[src/hw/isc_pkg.sv]
/*
  Shared constants and types of the interrupt and stack control block.
  Assumes a 4-bit core sequencer and seven on-chip event sources.
*/
package isc_pkg;
  localparam int ISC_SRC_N = 7;
  localparam int ISC_PC_W = 14;
  localparam int ISC_LVL_W = 4;
  localparam int ISC_SP_W = 10;
  localparam int ISC_DEPTH = 16;

  // Stack pointer: fixed top bits, level index, fixed low bits
  localparam logic [3:0] ISC_SP_TOP_BITS = 4'hF;
  localparam logic [1:0] ISC_SP_LOW_BITS = 2'h3;
  localparam logic [ISC_LVL_W-1:0] ISC_LVL_TOP = 4'hF;
  localparam logic [ISC_LVL_W-1:0] ISC_LVL_ONE = 4'h1;

  localparam logic [ISC_PC_W-1:0] ISC_PC_RESET = 14'h0000;
  localparam logic [ISC_PC_W-1:0] ISC_PC_ONE = 14'h0001;
  localparam logic ISC_COND_RESET = 1'b1;
  localparam logic [ISC_SRC_N-1:0] ISC_MASK_RESET = 7'h7F;
  localparam logic [ISC_SRC_N-1:0] ISC_PEND_RESET = 7'h00;

  // Vector of source i sits at VEC_BASE + VEC_STEP * i
  localparam logic [ISC_PC_W-1:0] ISC_VEC_BASE = 14'h0002;
  localparam logic [ISC_PC_W-1:0] ISC_VEC_STEP = 14'h0002;

  // Source order doubles as fixed priority, index 0 highest
  localparam int ISC_SRC_EXT0 = 0;
  localparam int ISC_SRC_EXT1 = 1;
  localparam int ISC_SRC_TMRA = 2;
  localparam int ISC_SRC_TMRB = 3;
  localparam int ISC_SRC_TMRC = 4;
  localparam int ISC_SRC_ADC = 5;
  localparam int ISC_SRC_SER = 6;

  // Control nibbles $000-$003 as one 16-bit image, plus the stack reinit write bit at bit 16
  localparam int ISC_BIT_GATE = 0;
  localparam int ISC_BIT_PEND0 = 2;
  localparam int ISC_BIT_MASK0 = 3;
  localparam int ISC_BIT_STACK_REINIT = 16;

  // AXI4-Lite byte addresses
  localparam logic [7:0] ISC_ADDR_CTRL = 8'h00;
  localparam logic [7:0] ISC_ADDR_BIT_SET = 8'h04;
  localparam logic [7:0] ISC_ADDR_BIT_CLR = 8'h08;
  localparam logic [7:0] ISC_ADDR_STATUS = 8'h0C;
  localparam logic [1:0] ISC_RESP_OKAY = 2'h0;
  localparam logic [1:0] ISC_RESP_SLVERR = 2'h2;

  // Status word field positions
  localparam int ISC_STAT_PC_LSB = 0;
  localparam int ISC_STAT_SP_LSB = 16;
  localparam int ISC_STAT_COND_BIT = 28;
  localparam int ISC_STAT_OVF_BIT = 29;

  typedef enum logic [2:0] {ISC_IDLE, ISC_ENTRY1, ISC_ENTRY2, ISC_ENTRY3, ISC_RETURN} isc_fsm_t;

  typedef struct packed {
    logic [ISC_PC_W-1:0] pc;
    logic cond;
    logic ovf;
  } isc_frame_t;

  typedef struct packed {
    logic [7:0] awaddr;
    logic awvalid;
    logic [31:0] wdata;
    logic [3:0] wstrb;
    logic wvalid;
    logic bready;
    logic [7:0] araddr;
    logic arvalid;
    logic rready;
  } isc_axi_req_t;

  typedef struct packed {
    logic awready;
    logic wready;
    logic [1:0] bresp;
    logic bvalid;
    logic arready;
    logic [31:0] rdata;
    logic [1:0] rresp;
    logic rvalid;
  } isc_axi_rsp_t;
endpackage : isc_pkg

[src/hw/isc_stack_mem.sv]
/*
  Stack frame memory, one frame per nesting level, registered read data.
  Assumes the caller never reads and writes the same entry in one cycle.
*/
module isc_stack_mem
  import isc_pkg::*;
#(
  parameter int DEPTH = ISC_DEPTH,
  parameter int AW = ISC_LVL_W
)
(
  input wire logic aclk,
  input wire logic wr_en,
  input wire logic [AW-1:0] wr_addr,
  input wire isc_frame_t wr_data,
  input wire logic [AW-1:0] rd_addr,
  output isc_frame_t rd_data_reg
);
  isc_frame_t mem [DEPTH];

  always_ff @(posedge aclk)
  begin
    if (wr_en)
    begin
      mem[wr_addr] <= wr_data;
    end
    rd_data_reg <= mem[rd_addr];
  end
endmodule : isc_stack_mem

[src/hw/isc_prio_enc.sv]
/*
  Fixed-priority selector of the winning interrupt source and its vector.
  Assumes request bit 0 has the highest priority.
*/
module isc_prio_enc
  import isc_pkg::*;
#(
  parameter int N = ISC_SRC_N
)
(
  input wire logic [N-1:0] request,
  output logic hit,
  output logic [ISC_PC_W-1:0] vector
);
  always_comb
  begin
    hit = 1'b0;
    vector = ISC_PC_RESET;
    for (int i = N - 1; i >= 0; i--)
    begin
      if (request[i])
      begin
        hit = 1'b1;
        vector = ISC_PC_W'(ISC_VEC_BASE + ISC_VEC_STEP * ISC_PC_W'(i));
      end
    end
  end
endmodule : isc_prio_enc

[src/hw/isc_core.sv]
/*
  Interrupt and stack control: pending flags, masks, global gate, entry
  sequence, program counter, stack pointer, condition and overflow flags,
  with an AXI4-Lite register window.
  Assumes a core sequencer that issues one-cycle instruction pulses and
  waits while seq_stall is high.
*/
// Decided for this implementation: the register addresses and register access over AXI4-Lite.
module isc_core
  import isc_pkg::*;
(
  input wire logic aclk,
  input wire logic aresetn,
  input wire isc_axi_req_t axi_req,
  output isc_axi_rsp_t axi_rsp,
  input wire logic [ISC_SRC_N-1:0] src_event,
  input wire logic instr_done,
  input wire logic pc_step,
  input wire logic pc_jump,
  input wire logic [ISC_PC_W-1:0] jump_target,
  input wire logic call_op,
  input wire logic cond_fetch,
  input wire logic cond_update,
  input wire logic cond_value,
  input wire logic carry_we,
  input wire logic carry_value,
  input wire logic subroutine_return,
  input wire logic return_from_irq,
  output logic [ISC_PC_W-1:0] pc,
  output logic [ISC_SP_W-1:0] sp,
  output logic branch_condition_flag,
  output logic alu_overflow_bit,
  output logic global_irq_gate,
  output logic seq_stall
);
  typedef struct packed {
    isc_fsm_t fsm;
    logic ret_irq;
    logic [ISC_PC_W-1:0] pc;
    logic [ISC_LVL_W-1:0] lvl;
    logic cond;
    logic ovf;
    logic gate;
    logic [ISC_SRC_N-1:0] source_mask_bit;
    logic [ISC_SRC_N-1:0] pend;
    logic [ISC_PC_W-1:0] vec;
    logic stall;
    logic aw_held;
    logic [7:0] awaddr;
    logic w_held;
    logic [31:0] wdata;
    logic [3:0] wstrb;
    isc_axi_rsp_t rsp;
  } isc_state_t;

  isc_state_t state_reg;
  isc_state_t state_next;
  logic irq_hit;
  logic [ISC_PC_W-1:0] irq_vector;
  logic [ISC_SRC_N-1:0] irq_request;
  logic mem_wr_en;
  logic [ISC_LVL_W-1:0] mem_wr_addr;
  isc_frame_t mem_wr_data;
  isc_frame_t mem_rd_data;
  logic [15:0] ctrl_image;
  logic [31:0] wr_word;

  assign irq_request = state_reg.pend & ~state_reg.source_mask_bit;

  isc_prio_enc #(
    .N(ISC_SRC_N)
  ) u_prio (
    .request(irq_request),
    .hit(irq_hit),
    .vector(irq_vector)
  );

  isc_stack_mem #(
    .DEPTH(ISC_DEPTH),
    .AW(ISC_LVL_W)
  ) u_stack (
    .aclk(aclk),
    .wr_en(mem_wr_en),
    .wr_addr(mem_wr_addr),
    .wr_data(mem_wr_data),
    .rd_addr(ISC_LVL_W'(state_reg.lvl + ISC_LVL_ONE)),
    .rd_data_reg(mem_rd_data)
  );

  // Control nibble image: gate, then pending/mask pairs per source
  always_comb
  begin
    ctrl_image = '0;
    ctrl_image[ISC_BIT_GATE] = state_reg.gate;
    for (int i = 0; i < ISC_SRC_N; i++)
    begin
      ctrl_image[ISC_BIT_PEND0 + 2 * i] = state_reg.pend[i];
      ctrl_image[ISC_BIT_MASK0 + 2 * i] = state_reg.source_mask_bit[i];
    end
  end

  // Byte-lane masked write word
  assign wr_word = state_reg.wdata & {{8{state_reg.wstrb[3]}}, {8{state_reg.wstrb[2]}}, {8{state_reg.wstrb[1]}},
    {8{state_reg.wstrb[0]}}};

  always_comb
  begin
    logic [ISC_SRC_N-1:0] set_mask;
    logic [ISC_SRC_N-1:0] clr_mask;
    logic [ISC_SRC_N-1:0] clr_pend;
    set_mask = '0;
    clr_mask = '0;
    clr_pend = '0;
    state_next = state_reg;
    mem_wr_en = 1'b0;
    mem_wr_addr = state_reg.lvl;
    mem_wr_data = '{pc: state_reg.pc, cond: state_reg.cond, ovf: state_reg.ovf};

    // AXI4-Lite write channel: address and data in either order
    if (axi_req.awvalid && state_reg.rsp.awready)
    begin
      state_next.aw_held = 1'b1;
      state_next.awaddr = axi_req.awaddr;
    end
    if (axi_req.wvalid && state_reg.rsp.wready)
    begin
      state_next.w_held = 1'b1;
      state_next.wdata = axi_req.wdata;
      state_next.wstrb = axi_req.wstrb;
    end
    if (state_reg.rsp.bvalid && axi_req.bready)
    begin
      state_next.rsp.bvalid = 1'b0;
    end
    if (state_reg.aw_held && state_reg.w_held && !state_reg.rsp.bvalid)
    begin
      state_next.aw_held = 1'b0;
      state_next.w_held = 1'b0;
      state_next.rsp.bvalid = 1'b1;
      state_next.rsp.bresp = ISC_RESP_OKAY;
      if (state_reg.awaddr == ISC_ADDR_BIT_SET)
      begin
        state_next.gate = state_reg.gate | wr_word[ISC_BIT_GATE];
        for (int i = 0; i < ISC_SRC_N; i++)
        begin
          set_mask[i] = wr_word[ISC_BIT_MASK0 + 2 * i];
        end
      end
      else if (state_reg.awaddr == ISC_ADDR_BIT_CLR)
      begin
        if (wr_word[ISC_BIT_GATE])
        begin
          state_next.gate = 1'b0;
        end
        for (int i = 0; i < ISC_SRC_N; i++)
        begin
          clr_pend[i] = wr_word[ISC_BIT_PEND0 + 2 * i];
          clr_mask[i] = wr_word[ISC_BIT_MASK0 + 2 * i];
        end
        if (wr_word[ISC_BIT_STACK_REINIT])
        begin
          state_next.lvl = ISC_LVL_TOP;
        end
      end
      else if (state_reg.awaddr != ISC_ADDR_CTRL && state_reg.awaddr != ISC_ADDR_STATUS)
      begin
        state_next.rsp.bresp = ISC_RESP_SLVERR;
      end
    end
    state_next.rsp.awready = !state_next.aw_held && !state_next.rsp.bvalid;
    state_next.rsp.wready = !state_next.w_held && !state_next.rsp.bvalid;

    // AXI4-Lite read channel
    if (state_reg.rsp.rvalid && axi_req.rready)
    begin
      state_next.rsp.rvalid = 1'b0;
    end
    if (axi_req.arvalid && state_reg.rsp.arready)
    begin
      state_next.rsp.rvalid = 1'b1;
      state_next.rsp.rresp = ISC_RESP_OKAY;
      state_next.rsp.rdata = '0;
      if (axi_req.araddr == ISC_ADDR_CTRL)
      begin
        state_next.rsp.rdata[15:0] = ctrl_image;
      end
      else if (axi_req.araddr == ISC_ADDR_STATUS)
      begin
        state_next.rsp.rdata[ISC_STAT_PC_LSB +: ISC_PC_W] = state_reg.pc;
        state_next.rsp.rdata[ISC_STAT_SP_LSB +: ISC_SP_W] = sp;
        state_next.rsp.rdata[ISC_STAT_COND_BIT] = state_reg.cond;
        state_next.rsp.rdata[ISC_STAT_OVF_BIT] = state_reg.ovf;
      end
      else if (axi_req.araddr != ISC_ADDR_BIT_SET && axi_req.araddr != ISC_ADDR_BIT_CLR)
      begin
        state_next.rsp.rresp = ISC_RESP_SLVERR;
      end
    end
    state_next.rsp.arready = !state_next.rsp.rvalid;

    // Instruction effects in ISC_IDLE and in the first entry step ISC_ENTRY1
    if (state_reg.fsm == ISC_IDLE || state_reg.fsm == ISC_ENTRY1)
    begin
      if (carry_we)
      begin
        state_next.ovf = carry_value;
      end
      if (cond_update)
      begin
        state_next.cond = cond_value;
      end
      if (cond_fetch)
      begin
        state_next.cond = 1'b1;
      end
      if (pc_jump)
      begin
        state_next.pc = jump_target;
      end
      else if (pc_step)
      begin
        state_next.pc = state_reg.pc + ISC_PC_ONE;
      end
    end

    case (state_reg.fsm)
      ISC_IDLE:
      begin
        if (instr_done && state_reg.gate && irq_hit)
        begin
          state_next.fsm = ISC_ENTRY1;
          state_next.vec = irq_vector;
        end
        else if (call_op)
        begin
          mem_wr_en = 1'b1;
          mem_wr_data.pc = state_reg.pc + ISC_PC_ONE;
          state_next.lvl = state_reg.lvl - ISC_LVL_ONE;
          state_next.pc = jump_target;
        end
        else if (return_from_irq || subroutine_return)
        begin
          state_next.fsm = ISC_RETURN;
          state_next.ret_irq = return_from_irq;
        end
      end
      ISC_ENTRY1:
      begin
        state_next.fsm = ISC_ENTRY2;
      end
      ISC_ENTRY2:
      begin
        state_next.gate = 1'b0;
        mem_wr_en = 1'b1;
        state_next.fsm = ISC_ENTRY3;
      end
      ISC_ENTRY3:
      begin
        state_next.lvl = state_reg.lvl - ISC_LVL_ONE;
        state_next.pc = state_reg.vec;
        state_next.fsm = ISC_IDLE;
      end
      ISC_RETURN:
      begin
        state_next.pc = mem_rd_data.pc;
        state_next.lvl = state_reg.lvl + ISC_LVL_ONE;
        if (state_reg.ret_irq)
        begin
          state_next.cond = mem_rd_data.cond;
          state_next.ovf = mem_rd_data.ovf;
          state_next.gate = 1'b1;
        end
        state_next.fsm = ISC_IDLE;
      end
      default:
      begin
        state_next.fsm = ISC_IDLE;
      end
    endcase

    // Pending flags: hardware set wins over software clear; software never sets them
    state_next.pend = (state_reg.pend & ~clr_pend) | src_event;
    state_next.source_mask_bit = (state_reg.source_mask_bit & ~clr_mask) | set_mask;
    state_next.stall = state_next.fsm != ISC_IDLE;
  end

  always_ff @(posedge aclk)
  begin
    if (!aresetn)
    begin
      state_reg <= '0;
      state_reg.fsm <= ISC_IDLE;
      state_reg.pc <= ISC_PC_RESET;
      state_reg.lvl <= ISC_LVL_TOP;
      state_reg.cond <= ISC_COND_RESET;
      state_reg.gate <= 1'b0;
      state_reg.pend <= ISC_PEND_RESET;
      state_reg.source_mask_bit <= ISC_MASK_RESET;
    end
    else
    begin
      state_reg <= state_next;
    end
  end

  assign axi_rsp = state_reg.rsp;
  assign pc = state_reg.pc;
  assign sp = {ISC_SP_TOP_BITS, state_reg.lvl, ISC_SP_LOW_BITS};
  assign branch_condition_flag = state_reg.cond;
  assign alu_overflow_bit = state_reg.ovf;
  assign global_irq_gate = state_reg.gate;
  assign seq_stall = state_reg.stall;
endmodule : isc_core

[config.mk]
export PLATFORM = sky130hd
export DESIGN_NAME = isc_core
export DESIGN_NICKNAME = d
export VERILOG_FILES = /design/src/hw/isc_pkg.sv /design/src/hw/isc_stack_mem.sv /design/src/hw/isc_prio_enc.sv /design/src/hw/isc_core.sv
export SDC_FILE = /design/constraint.sdc
export NUM_CORES = 1
export LEC_CHECK = 0
export BUFFER_PORTS_ARGS = -buffer_cell sky130_fd_sc_hd__buf_2
export CORE_UTILIZATION = 45
export CTS_BUF_LIST = sky130_fd_sc_hd__clkbuf_16
export CTS_CLUSTER_DIAMETER = 120
export DETAILED_ROUTE_END_ITERATION = 10
export GPL_TIMING_DRIVEN = 1
export PLACE_DENSITY = 0.69
export SYNTH_ARGS = -nofsm -noshare
export SYNTH_HDL_FRONTEND = slang
export SYNTH_HIERARCHICAL = 1
export SYNTH_SLANG_ARGS = --single-unit
[constraint.sdc]
create_clock -name aclk -period 4.52 [get_ports aclk]
set_input_delay 0.452 -clock aclk [delete_from_list [all_inputs] [get_ports aclk]]
set_output_delay 0.452 -clock aclk [all_outputs]
set_load 0.03 [all_outputs]
==> results of run 1 <==
-- final cells by class --
cell class              instances  area, µm²  area share
multi-input cells             674       5050       0.278
inverters                      19       73.8     0.00406
clock buffers                  40       1000      0.0550
flip-flops and latches        385      10300       0.564
well taps                     461        577      0.0317
clock inverters                33        244      0.0134
repair buffers                172        978      0.0538
-- logic make-up (layout without fill, tap and decap cells) --
kind of cell	count (synthesis)	count (layout)	synth area share
buffers and inverters	164	264	0.0596
other	3	23	0.000697
multiplexers	67	67	0.0935
flip-flops	385	385	0.636
XOR/XNOR	18	18	0.00976
adder cells (fa/ha/maj)	3	3	0.00232
AND/OR/NAND/NOR	324	324	0.0981
AO/OA/AOI/OAI	239	239	0.100
-- worst max-delay path, stage by stage (launching register included) --
cell and delay (ns):
dfxtp_1 0.32, nor2b_1 0.18, nor4_2 0.32, nand2_1 0.13
and3_1 0.36, nor2_1 0.20, nor2_1 0.05, nor3_1 0.50
nand3_1 0.32, nor2_2 0.61, buf_4 0.33
-- worst paths after layout --
| kind | cells past startpoint | slack, ns | endpoint |
|---|---|---|---|
| worst max-delay path | 10 | 0.89 | u_stack/mem[14][9] |
| worst min-delay path | 2 | 0.15 | ctrl_image[6] |
| worst max register to register | 10 | 0.89 | u_stack/mem[14][9] |
| worst min register to register | 2 | 0.45 | state_reg[85] |
-- metal layers --
layer,share of wire,vias up,routed length [µm]
met5,0,-,0
met4,0.032,0,1270
met3,0.069,96,2720
met2,0.49,471,19200
met1,0.41,5252,16300
li1,-,4663,-
-- power by group through the flow --
stage               clock [mW]  sequential (mW)  combinational [mW]
floorplan                    0             4.08               0.693
global route              3.32             4.09                1.02
global placement             0             4.15               0.921
detailed placement           0             4.15               0.934
finish                    3.12             4.08               0.946
CTS                       3.18             4.08               0.942
-- through the flow --
step	hold slack, ns	total power [mW]	std cells
floorplan	0.414	4.78	1223
global placement	0.436	5.07	1710
detailed placement	0.432	5.09	1710
CTS	0.127	8.20	1783
global route	0.128	8.43	1784
finish	0.148	8.15	1784
-- layout by cell type, fill, tap and decap left out, drive strengths merged, types with 4 or more instances in the layout --
cell type | netlist | layout
edfxtp | 256 | 256
buf | 100 | 172
nand2 | 140 | 140
dfxtp | 129 | 129
a21oi | 75 | 75
mux4 | 64 | 64
a22oi | 57 | 57
nor2 | 52 | 52
clkbuf | 45 | 40
inv | 19 | 35
o21ai | 25 | 25
nor3 | 24 | 24
conb | 3 | 23
nor2b | 16 | 16
nand3 | 15 | 15
nand4 | 15 | 15
clkinv | 0 | 12
nor4 | 11 | 11
xnor2 | 10 | 10
nand2b | 9 | 9
a222oi | 8 | 8
xor2 | 8 | 8
a31oi | 8 | 8
and2 | 6 | 6
a221o | 6 | 6
nand3b | 6 | 6
o211ai | 6 | 6
or4 | 6 | 6
or2 | 5 | 5
a21o | 5 | 5
and3 | 5 | 5
o21a | 5 | 5
o22ai | 5 | 5
a22o | 4 | 4
a21boi | 4 | 4
o311ai | 4 | 4
==> results.py, run 1 <==
metrics = {
    "layout": {
        "finalCoreUtilization": 0.514,
        "synthToLayoutAreaGrowth_pct": 12.7,
        "fin_area_um2": 18200,
        "drive_gt1_frac": 0.241,
        "nets": 1386,
        "largest_reg_flops": 256,
        "fillCellCount": 2916,
        "antennaDiodeCount": 0,
    },
    "timing": {
        "fin_crit_ns": 3.63,
        "max_freq_mhz": 275,
        "setup_viol": 0,
        "setup_tns_ns": 0,
        "relSlewSlack": 0.0967,
        "fin_crit_sh": 0.804,
        "hold_violations": 0,
        "finalClockSkew_ns": 0.0216,
        "rsz0062_at_grt": "false",
        "worst_pin_slew_ns": 1.35,
        "worst_slack_ns": 0.888,
        "slew_violations": 0,
    },
    "global_route": {
        "grt.total_usage": 0.217,
        "grt_pass1_vias": 10300,
        "busiest_layer": "met2",
        "grt_util_met2": 0.362,
        "grt_first_pass_wirelength_um": 59600,
        "grt_max_degree": 52,
        "grt_util_met1": 0.285,
        "antenna_found_initial": 0,
        "grt_util_met3": 0.0351,
        "overflow": 0,
    },
    "synth": {
        "syn_inst": 1203,
        "yosysUniqueCellTypes": 72,
        "yosys.cell_count.top_type": "edfxtp_1",
        "synth-edff-count": 256,
        "synth_seq_cells": 385,
        "synth_ff_type": "edfxtp_1",
        "seq_area_frac_synth": 0.636,
        "ys_top_cells_by_area": "edfxtp_1 48%, dfxtp_1 16%, mux4_2 7.5%",
        "netlist_top_cells_count": "256 x edfxtp_1, 140 x nand2_1, 129 x dfxtp_1, 79 x buf_4, 75 x a21oi_1",
        "synth_area_um2": 16100,
        "synth_top_area_frac": 0.476,
        "ys_warn_count": 6,
        "synth.avg_cell_area_um2": 13.4,
        "async_reset_ff_frac": 0,
        "synth_largest_area_cell": "edfxtp_1",
    },
    "power_and_ir_drop": {
        "p_switching_mw": 2.06,
        "swShare": 0.252,
        "ir_drop_uv": 286,
        "intPower_mw": 6.10,
        "power.share.clock": 0.383,
        "combPwrFrac": 0.116,
        "powerDensity_nw_per_um2": 448,
        "pwr-share-seq": 0.501,
        "p_leak_nw": 6.36,
    },
    "clocking": {
        "cts_buffers": 40,
        "path_clk_slew_ns": 0.06,
        "cts_tree": "built",
        "cts_max_path_buffers": 3,
        "clock_sinks": 385,
        "cts_root_buffer": "clkbuf_16",
        "cts_setup_buffers": 0,
        "cts_htree_levels": 2,
        "clock_latency_ns": 0.54,
        "postCtsHoldBufs": 0,
        "post_cts_resized": 0,
    },
    "min_path": {
        "hold_start": "src_event[2]",
        "hold_class": "input port to flop",
    },
    "setup_path": {
        "critical_path.endpoint_type": "flop",
        "start_kind": "flop",
        "required_ns": 4.75,
        "crit_type": "flop to flop",
        "cp_max_fo": 11,
        "crit_arrival_ns": 3.86,
        "regToRegStartpoint": "ctrl_image[8]",
        "startpoint": "ctrl_image[8]",
    },
    "routing": {
        "drt_first_iter_violations": 1159,
        "vias_per_cell": 5.88,
        "detailedRoute.firstPassIterationCount": 6,
        "drtAntennaViolNets": 0,
        "drc": 0,
        "vias": 10500,
        "drt_wl_total_um": 39500,
        "post_drt_wl_per_cell_um": 22.2,
    },
    "die": {
        "core_um2": 35400,
        "die_y_um": 191,
        "initial_utilization": 0.456,
        "rows": 69,
        "pin_count": 160,
        "die_w_um": 191,
        "die_area_um2": 36600,
    },
    "status": {
        "status": "completed",
    },
    "place": {
        "place_hpwl_um": 25600,
        "pre_cts_ws_ns": 1.01,
        "dpl_cell_area_um2": 16900,
        "gp_congestion": 0.933,
        "io_buffers": 130,
    },
    "job": {
        "maxCapViolCount": 0,
    },
}
(Power assumes the default switching activity.)
==> run 2: changes to the inputs <==
--- a/config.mk
+++ b/config.mk
@@ -5,13 +5,14 @@
 export SDC_FILE = /design/constraint.sdc
 export NUM_CORES = 1
 export LEC_CHECK = 0
+export ABC_AREA = 1
 export BUFFER_PORTS_ARGS = -buffer_cell sky130_fd_sc_hd__buf_2
 export CORE_UTILIZATION = 45
 export CTS_BUF_LIST = sky130_fd_sc_hd__clkbuf_16
 export CTS_CLUSTER_DIAMETER = 120
 export DETAILED_ROUTE_END_ITERATION = 10
 export GPL_TIMING_DRIVEN = 1
-export PLACE_DENSITY = 0.69
+export PLACE_DENSITY = 0.72
 export SYNTH_ARGS = -nofsm -noshare
 export SYNTH_HDL_FRONTEND = slang
 export SYNTH_HIERARCHICAL = 1
==> constraint.sdc (replaced) <==
create_clock -name aclk -period 3.1 [get_ports aclk]
set_input_delay 0.31 -clock aclk [delete_from_list [all_inputs] [get_ports aclk]]
set_output_delay 0.31 -clock aclk [all_outputs]
set_load 0.03 [all_outputs]
==> results.py, run 2 <==
metrics = {
    "setup_path": {
        "cp_slowest_stage_delay_ns": 0.87,
        "start_kind": "flop",
        "worst_path_max_delay_cell": "xor2_1",
        "critical_path.endpoint_type": "flop",
        "cp_max_fo": 16,
        "crit_chain": "nor2_1, or2_1, nor3_2, nand3_1, nand3_1, nand2_1, nor2_4, nand2_1, xor2_1",
        "required_ns": 3.26,
        "crit_arrival_ns": 2.84,
        "crit_type": "flop to flop",
        "worst-r2r-cell-count": 9,
    },
    "timing": {
        "worst_slack_ns": 0.419,
        "fin_crit_ns": 2.68,
        "slew_violations": 0,
        "max_freq_mhz": 373,
        "hold_violations": 0,
        "fin_crit_sh": 0.865,
        "worst_pin_slew_ns": 1.12,
        "setup_viol": 0,
        "setup_tns_ns": 0,
        "relSlewSlack": 0.251,
        "finalClockSkew_ns": 0.0167,
        "rsz0062_at_grt": "false",
    },
    "clocking": {
        "post_cts_resized": 0,
        "clock_sinks": 385,
        "cts_tree": "built",
        "cts_setup_buffers": 0,
        "cts_buffers": 39,
        "cts_max_path_buffers": 3,
        "postCtsHoldBufs": 0,
        "cts_root_buffer": "clkbuf_16",
        "cts_htree_levels": 2,
        "clock_latency_ns": 0.53,
        "path_clk_slew_ns": 0.06,
    },
    "die": {
        "die_area_um2": 39400,
        "core_um2": 37800,
        "rows": 71,
        "die_y_um": 199,
        "die_w_um": 199,
        "initial_utilization": 0.459,
        "pin_count": 160,
    },
    "min_path": {
        "worstHoldPathCells": 3,
        "hold_class": "input port to flop",
    },
    "routing": {
        "drtAntennaViolNets": 0,
        "drc": 0,
        "vias_per_cell": 5.14,
        "vias": 13100,
        "drt_wl_total_um": 41900,
        "detailedRoute.firstPassIterationCount": 5,
        "post_drt_wl_per_cell_um": 16.4,
        "drt_first_iter_violations": 1249,
    },
    "synth": {
        "synth-edff-count": 256,
        "synth_top_area_frac": 0.442,
        "ys_top_cells_by_area": "edfxtp_1 44%, dfxtp_1 15%, nand2_1 11%",
        "netlist_top_cells_count": "491 x nand2_1, 262 x inv_1, 256 x edfxtp_1, 239 x nand3_1, 132 x nor2_1",
        "synth_area_um2": 17400,
        "seq_area_frac_synth": 0.591,
        "yosys.cell_count.top_type": "nand2_1",
        "ys_warn_count": 6,
        "syn_inst": 1926,
        "synth_largest_area_cell": "edfxtp_1",
        "synth.avg_cell_area_um2": 9.02,
        "synth_seq_cells": 385,
        "synth_ff_type": "edfxtp_1",
        "async_reset_ff_frac": 0,
        "yosysUniqueCellTypes": 47,
    },
    "job": {
        "maxCapViolCount": 0,
    },
    "layout": {
        "largest_reg_flops": 256,
        "finalCoreUtilization": 0.514,
        "nets": 2108,
        "final_cell_mix": "491 x nand2_1, 268 x inv_1, 256 x edfxtp_1, 239 x nand3_1, 132 x nor2_1",
        "drive_gt1_frac": 0.132,
        "layout.cells.most_common": "nand2_1",
        "synthToLayoutAreaGrowth_pct": 12.0,
    },
    "place": {
        "gp_congestion": 0.886,
        "io_buffers": 130,
        "pre_cts_ws_ns": 0.451,
        "place_hpwl_um": 27200,
    },
    "global_route": {
        "grt_util_met1": 0.274,
        "grt_first_pass_wirelength_um": 64400,
        "grt_pass1_vias": 12200,
        "grt.total_usage": 0.212,
        "busiest_layer": "met2",
        "grt_util_met3": 0.0370,
        "grt_util_met2": 0.350,
        "overflow": 0,
        "grt_max_degree": 129,
        "antenna_found_initial": 3,
    },
    "power_and_ir_drop": {
        "p_leak_nw": 8.53,
        "powerDensity_nw_per_um2": 644,
        "total_power_mw": 12.5,
        "ir_drop_uv": 328,
    },
    "status": {
        "status": "completed",
    },
}
[run 2: cell families (layout without fill, tap and decap cells)]
kind of cell,Yosys count,in the layout,share of synthesized area
and+or+nand+nor,885,885,0.214
buffers and inverters,438,531,0.119
DFF,385,385,0.591
AOI/OAI and AO/OA,197,197,0.0655
xor gates and xnor gates,15,15,0.00756
adders and majority gates,3,3,0.00216
other,3,25,0.000648
[run 2: area by class of cell]
class,instances,area [µm²]
inverters,273,1030
flip-flops and latches,385,10300
well taps,511,639
clock inverters,27,229
clock buffers,39,976
repair buffers,192,1180
fillers,3396,18400
diodes,2,5.00
multi-input cells,1123,5130
[run 2: path summary, 6_finish.rpt]
| kind | slack (ns) | from | end |
|---|---|---|---|
| worst max-delay path | 0.42 | ctrl_image[13] | u_stack/mem[4][8] |
| worst min-delay path | 0.03 | src_event[0] | ctrl_image[2] |
| worst max register to register | 0.42 | ctrl_image[13] | u_stack/mem[4][8] |
| worst min register to register | 0.46 | state_reg[97] | state_reg[97] |
[run 2: layer usage]
layer	up-vias	wire (µm)
met5	-	15
met4	2	1580
met3	107	3270
met2	550	19700
met1	6128	17300
li1	6341	-
[run 2: worst max-delay path, delay by kind of cell, from the launching register on]
| kind | cells | cell delay (ns) |
|---|---|---|
| xor+xnor | 1 | 0.87 |
| simple gates | 8 | 1.09 |
| flops | 1 | 0.35 |
[run 2: report_power, final]
group	total (mW)	leakage, nW	internal [mW]	switching (mW)
Combinational	2.02	4.50	0.612	1.41
Clock	4.48	0.626	2.62	1.86
Sequential	6.02	3.40	5.83	0.188
Total	12.5	8.53	9.06	3.46
[run 2: through the flow]
| stage | instance area [µm²] | hold WS (ns) | instances |
|---|---|---|---|
| 2_1_floorplan | 17500 | 0.412 | 1946 |
| 3_3_place_gp | 18300 | 0.441 | 2484 |
| 3_5_place_dp | 18300 | 0.448 | 2484 |
| 4_1_cts | 19500 | 0.0181 | 2550 |
| 5_1_grt | 19500 | 0.0348 | 2552 |
| 6_report | 19500 | 0.0266 | 2552 |
==> run 3: changes to the inputs <==
--- a/config.mk
+++ b/config.mk
@@ -11,7 +11,7 @@
 export CTS_BUF_LIST = sky130_fd_sc_hd__clkbuf_16
 export CTS_CLUSTER_DIAMETER = 120
 export DETAILED_ROUTE_END_ITERATION = 10
-export GPL_TIMING_DRIVEN = 1
+export GPL_TIMING_DRIVEN = 0
 export PLACE_DENSITY = 0.72
 export SYNTH_ARGS = -nofsm -noshare
 export SYNTH_HDL_FRONTEND = slang
==> results.py, run 3 (synthesized netlist as in run 2, its figures left out) <==
metrics = {
    "place": {
        "io_buffers": 127,
        "pre_cts_ws_ns": -0.0953,
        "gp_congestion": 0.922,
        "place_hpwl_um": 35300,
    },
    "status": {
        "status": "completed",
    },
    "setup_path": {
        "startpoint": "ctrl_image[13]",
        "start_kind": "flop",
        "cp_max_fo": 9,
        "crit_arrival_ns": 3.23,
        "crit_type": "flop to flop",
        "required_ns": 3.34,
        "cp-endpoint": "u_stack/mem[14][8]",
        "reg2reg_setup_slack_ns": 0.11,
        "rr_endpoint": "u_stack/mem[14][8]",
        "regToRegStartpoint": "ctrl_image[13]",
        "worst-r2r-cell-count": 12,
        "critical_path.endpoint_type": "flop",
    },
    "timing": {
        "max_freq_mhz": 335,
        "hold_slack_ns": 0.0169,
        "fin_crit_sh": 0.964,
        "hold_violations": 0,
        "finalClockSkew_ns": 0.0247,
        "setup_viol": 0,
        "worst_pin_slew_ns": 1.05,
        "relSlewSlack": 0.299,
        "worst_slack_ns": 0.111,
        "rsz0062_at_grt": "true",
        "slew_violations": 0,
        "fin_crit_ns": 2.99,
    },
    "die": {
        "die_area_um2": 39400,
        "die_y_um": 199,
        "initial_utilization": 0.459,
        "pin_count": 160,
        "core_um2": 37800,
        "die_w_um": 199,
        "rows": 71,
    },
    "power_and_ir_drop": {
        "swShare": 0.300,
        "pwr-share-seq": 0.465,
        "power.share.clock": 0.346,
        "ir_drop_uv": 573,
        "powerDensity_nw_per_um2": 633,
        "p_leak_nw": 9.06,
        "p_switching_mw": 3.87,
        "intPower_mw": 9.05,
        "combPwrFrac": 0.189,
    },
    "clocking": {
        "cts_root_buffer": "clkbuf_16",
        "path_clk_slew_ns": 0.06,
        "cts_htree_levels": 2,
        "cts_tree": "built",
        "clock_sinks": 385,
        "clock_latency_ns": 0.55,
        "cts_buffers": 41,
        "cts_max_path_buffers": 3,
    },
    "layout": {
        "final_cell_mix": "490 x nand2_1, 272 x inv_1, 256 x edfxtp_1, 239 x nand3_1, 154 x buf_2",
        "synthToLayoutAreaGrowth_pct": 17.5,
        "largest_reg_flops": 256,
        "layout.cells.most_common": "nand2_1",
        "drive_gt1_frac": 0.176,
        "fillCellCount": 3384,
        "nets": 2233,
    },
    "routing": {
        "post_drt_wl_per_cell_um": 18.5,
        "drt_first_iter_violations": 1432,
        "drtAntennaViolNets": 0,
        "vias": 13900,
        "drc": 0,
        "detailedRoute.firstPassIterationCount": 6,
        "drt_wl_total_um": 49700,
        "vias_per_cell": 5.18,
    },
    "global_route": {
        "grt_max_degree": 20,
        "grt_pass1_vias": 12800,
        "grt.total_usage": 0.252,
        "grt_first_pass_wirelength_um": 73500,
        "overflow": 0,
        "antenna_found_initial": 4,
    },
    "min_path": {
        "hold_class": "input port to flop",
        "worstHoldPathCells": 3,
    },
    "job": {
        "maxCapViolCount": 0,
    },
}
-- run 3: worst min path at each step --
stage / from / end / slack [ns]
4_1_cts: src_event[6] / ctrl_image[14] / 0.004
5_1_grt: src_event[6] / ctrl_image[14] / 0.002
6_report: src_event[5] / ctrl_image[12] / 0.02
3_5_place_dp: u_stack/rd_data_reg[1] / branch_condition_flag / 0.44
2_1_floorplan: u_stack/rd_data_reg[1] / branch_condition_flag / 0.41
3_3_place_gp: u_stack/rd_data_reg[1] / branch_condition_flag / 0.43
-- run 3: cell type report --
| class | instances | area, µm² | share of cell area |
|---|---|---|---|
| multi-input cells | 1123 | 5250 | 0.257 |
| flip-flops and latches | 385 | 10300 | 0.503 |
| inverters | 273 | 1030 | 0.0503 |
| diodes | 3 | 7.51 | 0.000368 |
| clock inverters | 31 | 141 | 0.00693 |
| repair buffers | 150 | 956 | 0.0468 |
| clock buffers | 43 | 1080 | 0.0527 |
| plain buffers | 165 | 1040 | 0.0511 |
| well taps | 511 | 639 | 0.0313 |
-- run 3: power by group through the flow --
stage / sequential (mW) / combinational (mW) / clock, mW
finish: 6.00 / 2.44 / 4.48
global route: 6.02 / 2.60 / 4.73
global placement: 6.11 / 2.26 / 0
CTS: 6.00 / 2.39 / 4.55
detailed placement: 6.11 / 2.37 / 0
floorplan: 6.04 / 1.43 / 0
-- run 3: repair_timing --
item                                    CTS  global route
gates cloned                              0             0
gates resized for setup                   4             4
endpoints found under the hold margin     3             0
buffers inserted                          0             0
hold buffers                              3             0
endpoints found under the setup margin   57            51
-- run 3: layer usage --
layer,global-route usage,share of wire
met1,0.348,0.41
met2,0.394,0.45
met3,0.0420,0.10
met4,0.102,0.037
met5,0,0
-- run 3: critical path: stages (launching register included) --
cell and delay (ns):
dfxtp_1 0.37, nor2_1 0.07, or2_1 0.25, nor3_2 0.19, nand3_1 0.14, nand3_1 0.15
nand2_1 0.11, nor2_4 0.18, inv_4 0.08, nand2_2 0.14, nand3_1 0.22, nor2_2 0.55
buf_8 0.23
-- run 3: per-stage QoR --
stage,total power [mW],area (µm²),TNS [ns],std cells,util
floorplan,7.47,17500,0,1946,-
global placement,8.38,18700,-215.68,2584,0.495
detailed placement,8.47,19100,-2.40,2604,0.505
CTS,12.9,20400,0,2681,0.538
global route,13.4,20400,-0.450,2683,0.539
finish,12.9,20400,0,2684,0.539
